==> config.mk <==
export PLATFORM = sky130hd
export DESIGN_NAME = smtcbm_circular_buffer_manager
export DESIGN_NICKNAME = d
export VERILOG_FILES = /design/src/logic/smtcbm_pkg.sv /design/src/logic/smtcbm_circular_buffer_manager.sv
export SDC_FILE = /design/constraint.sdc
export NUM_CORES = 1
export LEC_CHECK = 0
export BUFFER_PORTS_ARGS = -buffer_cell sky130_fd_sc_hd__buf_4
export CORE_MARGIN = 8
export CORE_UTILIZATION = 25
export DETAILED_ROUTE_END_ITERATION = 10
export PLACE_DENSITY_LB_ADDON = 0.2
export SLEW_MARGIN = 5
export SYNTH_ARGS = -nofsm -noshare
export SYNTH_HDL_FRONTEND = slang
export SYNTH_SLANG_ARGS = --single-unit
==> constraint.sdc <==
create_clock -name clk -period 3.2 [get_ports clk]
set_input_delay 0.32 -clock clk [delete_from_list [all_inputs] [get_ports clk]]
set_output_delay 0.32 -clock clk [all_outputs]
set_load 0.03 [all_outputs]
==> src/logic/smtcbm_pkg.sv <==
// Package for the simple bus monitor circular buffer manager: constants, types and states
package smtcbm_pkg;

  // Host register map
  localparam logic [15:0] SMTCBM_LIST_BASE_OFFSET = 16'h002F;
  localparam logic [15:0] SMTCBM_LIST_BASE_RESET = 16'h0000;

  // Address list word indices
  localparam logic [2:0] SMTCBM_LW_CMD_START = 3'h0;
  localparam logic [2:0] SMTCBM_LW_CMD_NEXT = 3'h1;
  localparam logic [2:0] SMTCBM_LW_CMD_END = 3'h2;
  localparam logic [2:0] SMTCBM_LW_CMD_IRQ = 3'h3;
  localparam logic [2:0] SMTCBM_LW_DAT_START = 3'h4;
  localparam logic [2:0] SMTCBM_LW_DAT_NEXT = 3'h5;
  localparam logic [2:0] SMTCBM_LW_DAT_END = 3'h6;
  localparam logic [2:0] SMTCBM_LW_DAT_IRQ = 3'h7;
  localparam logic [2:0] SMTCBM_LW_LAST = 3'h7;

  // Monitor configuration time-tag select
  localparam logic [1:0] SMTCBM_TT_SEL_48 = 2'h3;

  // Command entry lengths, minus one
  localparam logic [2:0] SMTCBM_ENTRY_LAST_16 = 3'h3;
  localparam logic [2:0] SMTCBM_ENTRY_LAST_48 = 3'h7;

  // Message status word field positions
  localparam int SMTCBM_SW_END_BIT = 15;
  localparam int SMTCBM_SW_BEGUN_BIT = 14;
  localparam int SMTCBM_SW_BUS_BIT = 13;

  // Start-of-message delay after a valid command word
  localparam int SMTCBM_CLK_PERIOD_NS = 50;
  localparam int SMTCBM_BEGUN_DELAY_NS = 3000;
  localparam logic [7:0] SMTCBM_BEGUN_CYCLES =
    8'((SMTCBM_BEGUN_DELAY_NS + SMTCBM_CLK_PERIOD_NS - 1) / SMTCBM_CLK_PERIOD_NS);

  // Per-message facts supplied by the decoder at message end
  typedef struct packed {
    logic [15:0] cmd_word;
    logic [47:0] time_tag;
    logic [15:0] length_bytes;
    logic [15:0] resp_time;
    logic [12:0] err_bits;
  } smtcbm_msg_t;

  // Sequencer states
  typedef enum logic [2:0] {
    SMTCBM_IDLE = 3'b000,
    SMTCBM_LOAD_REQ = 3'b001,
    SMTCBM_LOAD_WAIT = 3'b010,
    SMTCBM_DATA = 3'b011,
    SMTCBM_CMD_WR = 3'b100,
    SMTCBM_PTR_WR = 3'b101
  } smtcbm_state_t;

endpackage

==> src/logic/smtcbm_circular_buffer_manager.sv <==
// Recording side of the simple bus monitor: circular command and data buffers in RAM
// Contract
// RULE1: command entries stay within list words 0..2
// RULE2: data entries stay within list words 4..6
// RULE3: host loads next-pointer words 1 and 5 first
// RULE4: next-pointer words rewritten after every recorded message
// RULE5: word 2 is command buffer rollover address
// RULE6: word 6 is data buffer rollover address
// RULE7: enabled address match on write raises interrupt
// RULE8: host puts data trigger address in word 7
// RULE9: host puts command trigger address in word 3
// RULE10: list word 0 sits at base register 0x002F
// RULE11: command entry is exactly 4 or 8 words
// RULE12: data entry length follows message, 0..35 words
// RULE13: status word stored per message in command buffer
// RULE14: end sets bit 15, clears bit 14
// RULE15: bit 14 set about 3-4 us after command
// RULE16: begun bit only for messages passing filter
// RULE17: bit 13 is 0 bus A, 1 bus B
// RULE18: time-tag select 11 gives eight-word entries
// RULE19: after rollover address continue at start address
`timescale 1ns/1ps
module smtcbm_circular_buffer_manager
  import smtcbm_pkg::*;
#(
  parameter int ADDR_W = 16,
  parameter int DATA_W = 16
) (
  // Clock and reset
  input wire logic clk,
  input wire logic reset_n,
  // Host register port
  input wire logic reg_wr_en,
  input wire logic reg_rd_en,
  input wire logic [15:0] reg_addr,
  input wire logic [15:0] reg_wdata,
  output logic [15:0] reg_rdata,
  // Monitor configuration and interrupt enables
  input wire logic [1:0] tt_sel,
  input wire logic cmd_irq_en,
  input wire logic data_irq_en,
  // Decoder message events
  input wire logic msg_start,
  input wire logic msg_pass,
  input wire logic msg_bus_b,
  input wire logic msg_done,
  input wire smtcbm_msg_t msg_info,
  // Decoder data word stream
  input wire logic data_valid,
  output logic data_ready,
  input wire logic [DATA_W-1:0] data_word,
  // RAM port
  output logic ram_req,
  output logic ram_we,
  output logic [ADDR_W-1:0] ram_addr,
  output logic [DATA_W-1:0] ram_wdata,
  input wire logic ram_ready,
  input wire logic ram_rvalid,
  input wire logic [DATA_W-1:0] ram_rdata,
  // Status and interrupts
  output logic busy,
  output logic message_begun_flag,
  output logic [15:0] message_status_word,
  output logic cmd_addr_irq,
  output logic data_addr_irq
);

  ////////////////////////////////////////////////////////////////////////////////
  // Declarations
  smtcbm_state_t state_q;
  logic [ADDR_W-1:0] base_q;
  logic [ADDR_W-1:0] list_q [0:7];
  logic [2:0] lidx_q;
  logic [2:0] eidx_q;
  logic pidx_q;
  logic [ADDR_W-1:0] cptr_q;
  logic [ADDR_W-1:0] dptr_q;
  logic [ADDR_W-1:0] dblk_q;
  logic end_pend_q;
  smtcbm_msg_t info_q;
  logic bus_q;
  logic begun_q;
  logic ended_q;
  logic [7:0] begun_cnt_q;
  logic begun_run_q;
  logic tt48_q;
  logic [DATA_W-1:0] fifo_q [0:1];
  logic fifo_wp_q, fifo_rp_q;
  logic [1:0] fifo_cnt_q;
  logic fifo_push, fifo_pop, fifo_valid;
  logic acc;
  logic [2:0] entry_last;
  logic [15:0] done_word;
  logic [ADDR_W-1:0] cptr_nxt, dptr_nxt;

  ////////////////////////////////////////////////////////////////////////////////
  // Host register: address list base pointer
  // Base pointer write
  always_ff @(posedge clk or negedge reset_n) begin
    if (!reset_n) begin
      base_q <= ADDR_W'(SMTCBM_LIST_BASE_RESET);
    end else if (reg_wr_en && reg_addr == SMTCBM_LIST_BASE_OFFSET) begin
      base_q <= ADDR_W'(reg_wdata); // see RULE10
    end
  end

  // Register read, zero for any other address
  always_ff @(posedge clk or negedge reset_n) begin
    if (!reset_n) begin
      reg_rdata <= 16'h0000;
    end else if (reg_rd_en) begin
      reg_rdata <= (reg_addr == SMTCBM_LIST_BASE_OFFSET) ? 16'(base_q) : 16'h0000;
    end
  end

  ////////////////////////////////////////////////////////////////////////////////
  // Two-entry data buffer
  // Handshake terms
  assign data_ready = (fifo_cnt_q != 2'h2);
  assign fifo_valid = (fifo_cnt_q != 2'h0);
  assign fifo_push = data_valid && data_ready;
  assign fifo_pop = (state_q == SMTCBM_DATA) && fifo_valid && ram_ready;

  // Buffer storage and pointers
  always_ff @(posedge clk or negedge reset_n) begin
    if (!reset_n) begin
      fifo_q[0] <= '0;
      fifo_q[1] <= '0;
      fifo_wp_q <= 1'b0;
      fifo_rp_q <= 1'b0;
      fifo_cnt_q <= 2'h0;
    end else begin
      if (fifo_push) begin
        fifo_q[fifo_wp_q] <= data_word;
        fifo_wp_q <= ~fifo_wp_q;
      end
      if (fifo_pop) begin
        fifo_rp_q <= ~fifo_rp_q;
      end
      case ({fifo_push, fifo_pop})
        2'b10: fifo_cnt_q <= fifo_cnt_q + 2'h1;
        2'b01: fifo_cnt_q <= fifo_cnt_q - 2'h1;
        default: fifo_cnt_q <= fifo_cnt_q;
      endcase
    end
  end

  ////////////////////////////////////////////////////////////////////////////////
  // Circular pointer advance
  // Roll over to the start address after the end address
  assign cptr_nxt = (cptr_q == list_q[SMTCBM_LW_CMD_END]) ? list_q[SMTCBM_LW_CMD_START] :
                    cptr_q + ADDR_W'(1); // see RULE1 see RULE5 see RULE19
  assign dptr_nxt = (dptr_q == list_q[SMTCBM_LW_DAT_END]) ? list_q[SMTCBM_LW_DAT_START] :
                    dptr_q + ADDR_W'(1); // see RULE2 see RULE6 see RULE19

  // Entry length and final status word
  assign entry_last = tt48_q ? SMTCBM_ENTRY_LAST_48 : SMTCBM_ENTRY_LAST_16; // see RULE11 see RULE18
  always_comb begin
    done_word = {3'b000, info_q.err_bits};
    done_word[SMTCBM_SW_END_BIT] = 1'b1; // see RULE14
    done_word[SMTCBM_SW_BEGUN_BIT] = 1'b0; // see RULE14
    done_word[SMTCBM_SW_BUS_BIT] = bus_q; // see RULE17
  end

  ////////////////////////////////////////////////////////////////////////////////
  // RAM request generation
  // Drive the RAM port from the current state
  always_comb begin
    ram_req = 1'b0;
    ram_we = 1'b0;
    ram_addr = '0;
    ram_wdata = '0;
    case (state_q)
      SMTCBM_LOAD_REQ: begin
        ram_req = 1'b1;
        ram_addr = base_q + ADDR_W'(lidx_q); // see RULE10
      end
      SMTCBM_DATA: begin
        ram_req = fifo_valid;
        ram_we = fifo_valid;
        ram_addr = dptr_q; // see RULE2
        ram_wdata = fifo_q[fifo_rp_q]; // see RULE12
      end
      SMTCBM_CMD_WR: begin
        ram_req = 1'b1;
        ram_we = 1'b1;
        ram_addr = cptr_q; // see RULE1
        if (tt48_q) begin
          case (eidx_q)
            3'h0: ram_wdata = DATA_W'(info_q.time_tag[15:0]);
            3'h1: ram_wdata = DATA_W'(info_q.time_tag[31:16]);
            3'h2: ram_wdata = DATA_W'(info_q.time_tag[47:32]);
            3'h3: ram_wdata = DATA_W'(done_word); // see RULE13
            3'h4: ram_wdata = DATA_W'(info_q.resp_time);
            3'h5: ram_wdata = DATA_W'(info_q.length_bytes);
            3'h6: ram_wdata = DATA_W'(dblk_q);
            default: ram_wdata = DATA_W'(info_q.cmd_word);
          endcase
        end else begin
          case (eidx_q)
            3'h0: ram_wdata = DATA_W'(info_q.time_tag[15:0]);
            3'h1: ram_wdata = DATA_W'(done_word); // see RULE13
            3'h2: ram_wdata = DATA_W'(dblk_q);
            default: ram_wdata = DATA_W'(info_q.cmd_word);
          endcase
        end
      end
      SMTCBM_PTR_WR: begin
        ram_req = 1'b1;
        ram_we = 1'b1;
        ram_addr = base_q + ADDR_W'(pidx_q ? SMTCBM_LW_DAT_NEXT : SMTCBM_LW_CMD_NEXT); // see RULE4
        ram_wdata = pidx_q ? DATA_W'(dptr_q) : DATA_W'(cptr_q); // see RULE4
      end
      default: ram_req = 1'b0;
    endcase
  end
  // Accepted RAM request
  assign acc = ram_req && ram_ready;

  ////////////////////////////////////////////////////////////////////////////////
  // Message sequencer
  // State, list load, pointers and entry counters
  always_ff @(posedge clk or negedge reset_n) begin
    if (!reset_n) begin
      state_q <= SMTCBM_IDLE;
      lidx_q <= 3'h0;
      eidx_q <= 3'h0;
      pidx_q <= 1'b0;
      cptr_q <= '0;
      dptr_q <= '0;
      dblk_q <= '0;
      tt48_q <= 1'b0;
      for (int i = 0; i < 8; i++) begin
        list_q[i] <= '0;
      end
    end else begin
      case (state_q)
        SMTCBM_IDLE: begin
          if (msg_start && msg_pass) begin
            state_q <= SMTCBM_LOAD_REQ;
            lidx_q <= 3'h0;
            tt48_q <= (tt_sel == SMTCBM_TT_SEL_48); // see RULE18
          end
        end
        SMTCBM_LOAD_REQ: begin
          if (acc) begin
            state_q <= SMTCBM_LOAD_WAIT;
          end
        end
        SMTCBM_LOAD_WAIT: begin
          if (ram_rvalid) begin
            list_q[lidx_q] <= ADDR_W'(ram_rdata);
            if (lidx_q == SMTCBM_LW_LAST) begin
              // Next pointers were loaded by the host before recording
              cptr_q <= list_q[SMTCBM_LW_CMD_NEXT]; // see RULE3
              dptr_q <= list_q[SMTCBM_LW_DAT_NEXT]; // see RULE3
              dblk_q <= list_q[SMTCBM_LW_DAT_NEXT];
              state_q <= SMTCBM_DATA;
            end else begin
              lidx_q <= lidx_q + 3'h1;
              state_q <= SMTCBM_LOAD_REQ;
            end
          end
        end
        SMTCBM_DATA: begin
          if (fifo_pop) begin
            dptr_q <= dptr_nxt; // see RULE12
          end else if (!fifo_valid && end_pend_q) begin
            state_q <= SMTCBM_CMD_WR;
            eidx_q <= 3'h0;
          end
        end
        SMTCBM_CMD_WR: begin
          if (acc) begin
            cptr_q <= cptr_nxt;
            if (eidx_q == entry_last) begin
              state_q <= SMTCBM_PTR_WR; // see RULE11
              pidx_q <= 1'b0;
            end else begin
              eidx_q <= eidx_q + 3'h1;
            end
          end
        end
        SMTCBM_PTR_WR: begin
          if (acc) begin
            if (pidx_q) begin
              state_q <= SMTCBM_IDLE;
            end else begin
              pidx_q <= 1'b1;
            end
          end
        end
        default: state_q <= SMTCBM_IDLE;
      endcase
    end
  end

  // Message end capture; info is held until the entry is written
  always_ff @(posedge clk or negedge reset_n) begin
    if (!reset_n) begin
      end_pend_q <= 1'b0;
      info_q <= '0;
    end else if (state_q != SMTCBM_IDLE && msg_done && !end_pend_q) begin
      end_pend_q <= 1'b1;
      info_q <= msg_info;
    end else if (state_q == SMTCBM_PTR_WR && acc && pidx_q) begin
      end_pend_q <= 1'b0;
    end
  end

  ////////////////////////////////////////////////////////////////////////////////
  // Live message status bits
  // Begun delay counter, end flag and bus identity
  always_ff @(posedge clk or negedge reset_n) begin
    if (!reset_n) begin
      begun_q <= 1'b0;
      ended_q <= 1'b0;
      begun_run_q <= 1'b0;
      begun_cnt_q <= 8'h00;
      bus_q <= 1'b0;
    end else if (state_q == SMTCBM_IDLE && msg_start && msg_pass) begin
      begun_run_q <= 1'b1; // see RULE16
      begun_cnt_q <= 8'h01;
      begun_q <= 1'b0;
      ended_q <= 1'b0;
      bus_q <= msg_bus_b; // see RULE17
    end else if (state_q != SMTCBM_IDLE && msg_done && !end_pend_q) begin
      begun_q <= 1'b0; // see RULE14
      ended_q <= 1'b1; // see RULE14
      begun_run_q <= 1'b0;
    end else if (begun_run_q) begin
      if (begun_cnt_q == SMTCBM_BEGUN_CYCLES) begin
        begun_q <= 1'b1; // see RULE15
        begun_run_q <= 1'b0;
      end else begin
        begun_cnt_q <= begun_cnt_q + 8'h01;
      end
    end
  end

  assign busy = (state_q != SMTCBM_IDLE);
  assign message_begun_flag = begun_q;

  // Live status word: end, begun and bus bits, errors once known
  always_comb begin
    message_status_word = {3'b000, ended_q ? info_q.err_bits : 13'h0000};
    message_status_word[SMTCBM_SW_END_BIT] = ended_q;
    message_status_word[SMTCBM_SW_BEGUN_BIT] = begun_q;
    message_status_word[SMTCBM_SW_BUS_BIT] = bus_q;
  end

  ////////////////////////////////////////////////////////////////////////////////
  // Buffer address interrupts
  // One-cycle pulse when the matching RAM address is written
  always_ff @(posedge clk or negedge reset_n) begin
    if (!reset_n) begin
      cmd_addr_irq <= 1'b0;
      data_addr_irq <= 1'b0;
    end else begin
      cmd_addr_irq <= cmd_irq_en && acc && state_q == SMTCBM_CMD_WR &&
                      cptr_q == list_q[SMTCBM_LW_CMD_IRQ]; // see RULE7 see RULE9
      data_addr_irq <= data_irq_en && acc && state_q == SMTCBM_DATA &&
                       dptr_q == list_q[SMTCBM_LW_DAT_IRQ]; // see RULE7 see RULE8
    end
  end

endmodule

# Word level (Yosys, flattened, before mapping)
# Index checks and enable logic that the tools add are counted.
# totals
inputBits	188
latchBits	0
wordCells	216
ff_bits	379
mem_bits_rw	0
mem_bits_ro	0
out_inout_bits	71
memories	0
# op_classes
n_bitwise	5
n_mux	72
reduce_logical	51
div	0
magnitude_cmp	5
n_addsub	9
n_eq_ne	38
shifts	0
multipliers	0
# ops
op	n
$mux W16	16
$bwmux W128	1
$pmux W16 S7	1
$pmux W16 S3	2
$eq A16 B16 Y1	4
$pmux W16 S2	2
$pmux W16 S4	1
$mux W3	18
$demux W16 S3	1
$add A16 B1 Y16 const B	2
$add A16 B3 Y16	2
$bwmux W32	1
$mux W8	4
$ne A2 B2 Y1 const B	14
$logic_and A1 B1 Y1	21
$reduce_bool A2 Y1	10
$eq A3 B3 Y1 const B	6
$pmux W3 S6	1
$demux W16 S1	1
$eq A16 B6 Y1 const B	1
$reduce_and A4 Y1	4
$mux W1	15
$mux W13	1
$eq A3 B2 Y1 const B	4
30 further kinds	47

# Longest topological paths before layout
# logic_depth
ltp_word	8
depth_mapped	14
depth_no_buf	11

# Worst setup path before layout
# No wires, ideal clock.
# synth_timing
kind	register -> output
start	reg state_q[1]
end	out ram_addr[14]
t_arrival_ps	3236
path_slack_ps	-356
n_path_buf	3
stages_incl_launch_ff	15
cell_sequence	dfrtp_1 > buf_4 > buf_2 > nor2b_1 > nand2_1 > clkbuf_1 > nand2b_1 > ha_1 > inv_1 > fa_1 > nor2b_1 > o21bai_1 > nor3_1 > xnor2_1 > o21ai_0
# synth_between
elab_chain_cells	2
elab_cells_between_ends	5
cone_classes	eq/ne: 4; mux: 1
# synth_rtl
element	line	rtl
start: declaration	smtcbm_circular_buffer_manager.sv:70	smtcbm_state_t state_q;
start signal: assignment	smtcbm_circular_buffer_manager.sv:225	state_q <= SMTCBM_IDLE;
start signal: assignment	smtcbm_circular_buffer_manager.sv:240	state_q <= SMTCBM_LOAD_REQ;
start signal: assignment	smtcbm_circular_buffer_manager.sv:247	state_q <= SMTCBM_LOAD_WAIT;
$eq A3 B3 Y1 (tied with other cells)	smtcbm_circular_buffer_manager.sv:173	case (state_q)
$pmux W16 S4 (*)	smtcbm_circular_buffer_manager.sv:173	
end: declaration	smtcbm_circular_buffer_manager.sv:55	output logic [ADDR_W-1:0] ram_addr,
# Mark *: on every way between the ends. The rest lies on a longest branch, timed or not.

# Final worst setup path
# layout_timing
start	reg eidx_q[0]
end	out ram_wdata[11]
# layout_between
elab_chain_cells	4
elab_cells_between_ends	11
cone_classes	eq/ne: 6; mux: 4; reduce/logical: 1
# layout_rtl
element	line	rtl
start: declaration	smtcbm_circular_buffer_manager.sv:74	logic [2:0] eidx_q;
start signal: assignment	smtcbm_circular_buffer_manager.sv:280	eidx_q <= eidx_q + 3'h1;
$eq A3 B3 Y1 (tied with other cells)	smtcbm_circular_buffer_manager.sv:189	case (eidx_q)
$pmux W16 S7 or $pmux W16 S3 (tied branches)	smtcbm_circular_buffer_manager.sv:189, smtcbm_circular_buffer_manager.sv:200	
$mux W16 (*)	smtcbm_circular_buffer_manager.sv:188	if (tt48_q) begin
$pmux W16 S3 (*)	smtcbm_circular_buffer_manager.sv:173	
end: declaration	smtcbm_circular_buffer_manager.sv:56	output logic [DATA_W-1:0] ram_wdata,
# Marks and branches as above.

==> results.md <==
- Peak VDD IR: 524.7 uV
- Crit start category: flip-flop
- PwrDens: 804.9 nW/um^2
- Comb pwr share: 0.387
- Sequential power share: 0.366
- Ranking of synthesized cells by area: dfrtp_1 49%, mux2_2 18%, xor2_1 3.8%
- CTS tree: yes
- Main combinational cell family by area after synthesis: multiplexers
- Die area: approximately 86000 sq um
- Setup violators final: 0
- H-tree levels: 2
- Netlist cell types: 71
- Final std cells w/o fill: 3095
- Synth Area in Compound Gates: 0.1096
- Port-buffer cells: 258
- Post-synth EDFFs: 0
- Die extent in x: roughly 290 um
- Hold Path Class: input pin to flip-flop
- Pins Over Slew Limit: 0
- CTS root buffer: clkbuf_16
- Post-Place Cells: 2862
- Yosys top cell area share: 0.4947
- Routed Wire Length: 70540 um
- Clk slew on worst S/H paths: 0.05 ns
- Max-cap viol count: 0
- Shortest period the worst path allows: between 3 and 4 ns
- Skew-Pair Late Insertion Delay: 0.58 ns
- Clock Path Buffers: 3
- Hold wc startpoint: cmd_irq_en
- Wire per inst: about 23 um
- Final period util: 0.9829
- WHS Path Cells: 3
- Die Y: 292.9 um
- WP data required: 2.88 ns
- Post-synthesis sequential area ratio: 0.4947
- Crit. End Element: output pin
- Yosys warns: 0
- Static Leak: 11.71 nW
- Mapped Nets: about 1800
- # fillers: around 7600
- Area delta synth->final: 33.58%
- R2R depth: 6
- Main synth FF type: dfrtp_1
- CP Class: flip-flop to output pin
- Max Freq: 317.9 MHz
- Critical R2R Capture: cptr_q[15]$_DFFE_PN0P_
- Simple-gate portion of the synthesized area: 0.07844
- Starting density of the core: 0.2524
- Slew headroom: 0.3671
- Post-synthesis cell count: 1625
- RePlAce Congestion: 0.8311
- Detail Route Antenna Nets: 0
- Largest net degree at the start of global routing: 104
- Internal: ~13 mW
- Area share of xor/xnor cells in the synthesized design: 0.05254
- Mapped Area: 19170 sq um
- Vias in the first global route: between 15000 and 20000
- Ys async rst share: 1.000
- Status: finished, final reports clean
- Register bit total from synthesis: 379
- Cell taking the most area after synthesis: dfrtp_1
- Setup tns final: 0 ns
- Worst Max-Slew Pin Slew: around 0.95 ns
- Row cnt: between 100 and 150
- Clock skew: 0.03067 ns
- Via count: 14880
- Arr. time, crit path: 2.83 ns
- FF-to-FF Start: state_q[2]$_DFFE_PN0P_
- Hpwl dp: 51450 um
- Clock Sinks: 379
- DRT Pass-1 Iters: 5
- Area after DPL: about 22000 sq um
- First-pass GRT wire length: roughly 100000 um
- Switching part of the total: 0.3817
- Post-Synth Adder-Cell Area: 0.01083
- Initial antenna violation count: 5
- Layout cells sized above 1: 0.3760
- CTS Buf Count: 46
- GRT Residual Overflow: 0
- Clk network pwr share: 0.246
- First DRT Iteration DRCs: 1038
- Mapped Avg Cell Area: about 12 sq um
- Hold slack final: 0.04511 ns
- DRC Markers: 0
- Mux contribution to synthesized area: 0.2121
- RSZ-0062 raised after global routing: yes
- Final instance area: about 26000 sq um
- Switching power: ~7.9 mW
- Via/cell ratio: 4.807
- Final hold vios: 0
- All-Layer GR Usage: 0.1597
- R2R setup slack: 0.75 ns
- I/O pins: ~260
- Worst hold endpoint: cmd_addr_irq$_DFF_PN0_
- Nets: approximately 2200
- Crit Path Max Fanout: 29
- Core Region: 75950 sq um
==> flip-flops by register name, summed over array words and instances, names as in the netlist, 2 cells and up <==
register	flops
lidx_q	3
base_q	16
dblk_q	16
state_q	3
eidx_q	3
done_word	13
info_q	96
cptr_q	16
dptr_q	16
reg_rdata	16
list_q	128
fifo_q	32
begun_cnt_q	8
fifo_cnt_q	2
==> per-layer routing <==
layer	wire length (um)	track usage
met4	2116	0.04908
met3	3744	0.03321
met2	34050	0.2692
met1	30630	0.2045
met5	0	0
==> synth_stat cells, types with 6 or more instances <==
master     instances
dfrtp_1          379
ha_1              15
a22oi_1           53
a221oi_1          14
buf_2             56
o22a_1            16
a211o_1            7
clkbuf_1          43
a2bb2oi_1          7
nand3_1           46
buf_6              6
inv_1             36
buf_4             16
mux2_2           306
a222oi_1          13
nand4_1           15
nor3_1            18
a22o_1             8
mux2i_1           62
nor2_1            38
a21oi_1           35
o21ai_0          109
buf_1              7
and2_1            17
and3_1            13
xor2_1            84
nor2b_1            6
nand2_1           52
nor4_1            27
o22ai_1            6
xnor2_1           31
==> worst max-delay path: stages (launching register included) <==
cell and delay, ns:
dfrtp_2 0.43, buf_4 0.15, ha_4 0.27, a222oi_1 0.54
a21oi_2 0.16, a211o_1 0.26, a22oi_2 0.17, o21ai_2 0.08
buf_4 0.18
==> metrics by stage <==
stage	utilization	power [mW]	setup slack, ns
global route	0.3372	21.72	-0.06653
global placement	0.2957	15.13	0.4160
floorplan	-	12.13	-0.1317
detailed placement	0.2957	15.23	0.3888
CTS	0.3360	20.76	0.009286
finish	0.3372	20.62	0.05460
==> layout make-up <==
| type | instances | area [sq um] | share of cell area |
|---|---|---|---|
| clock buffers | 70 | 1343 | 0.05242 |
| clock inverters | 10 | 92.59 | 0.003615 |
| inverters | 39 | 146.4 | 0.005716 |
| multi-input cells | 1079 | 9114 | 0.3559 |
| well taps | 1030 | 1289 | 0.05032 |
| repair buffers | 484 | 4131 | 0.1613 |
| flip-flops and latches | 379 | 9485 | 0.3704 |
| diodes | 4 | 10.01 | 0.0003908 |
==> kinds of logic (layout without fill, tap and decap cells) <==
kind of cell,after synthesis,in the layout
fa+ha+maj,16,16
buf+inv,167,603
flops,379,379
simple gates,272,272
other cells,0,4
mux,368,368
xor+xnor,115,115
compound gates,308,308
==> cell usage in the layout, fill, tap and decap left out, types with 8 or more instances in the layout <==
| cell | count |
|---|---|
| clkbuf_16 | 47 |
| mux2_2 | 306 |
| nor2_1 | 38 |
| mux2i_1 | 62 |
| a221oi_1 | 12 |
| clkbuf_1 | 15 |
| clkbuf_8 | 8 |
| buf_4 | 326 |
| a222oi_1 | 13 |
| a22o_1 | 8 |
| dlygate4sd3_1 | 145 |
| nand3_1 | 46 |
| o22a_1 | 16 |
| o21ai_1 | 17 |
| o21ai_0 | 84 |
| nand4_1 | 15 |
| ha_1 | 10 |
| a21oi_1 | 32 |
| xor2_1 | 84 |
| nor4_1 | 25 |
| and2_1 | 17 |
| inv_1 | 36 |
| o21ai_2 | 13 |
| nand2_1 | 51 |
| dfrtp_1 | 378 |
| nor3_1 | 16 |
| and3_1 | 13 |
| a22oi_2 | 8 |
| a22oi_1 | 45 |
| xnor2_1 | 31 |
==> what timing repair did <==
item	4_1_cts	5_1_grt
gates resized for setup	39	19
pin swaps	3	12
hold buffers	145	0
hold endpoints to repair	235	0
cloned	2	0
setup endpoints to repair	29	20
buffers inserted	1	1
==> worst max-delay path by stage <==
stage | start | slack [ns] | cells after the start | end
after floorplan | state_q[1]$_DFFE_PN0P_ | -0.13 | 14 | ram_addr[14]
after global placement | eidx_q[0]$_DFFE_PN0P_ | 0.42 | 9 | ram_wdata[3]
after detailed placement | state_q[0]$_DFFE_PN0P_ | 0.39 | 9 | ram_addr[13]
after CTS | eidx_q[0]$_DFFE_PN0P_ | 0.009 | 9 | ram_wdata[13]
after global routing | eidx_q[0]$_DFFE_PN0P_ | -0.07 | 9 | ram_wdata[11]
final | eidx_q[0]$_DFFE_PN0P_ | 0.05 | 8 | ram_wdata[11]
==> power groups by stage <==
stage	logic (mW)	registers, mW	clock network (mW)
final	7.98	7.55	5.08
after global routing	8.56	7.73	5.42
after CTS	7.92	7.58	5.26
after detailed placement	7.58	7.65	0
after global placement	7.50	7.63	0
after floorplan	5.34	6.79	0
Power figures use the tool's default switching activity.
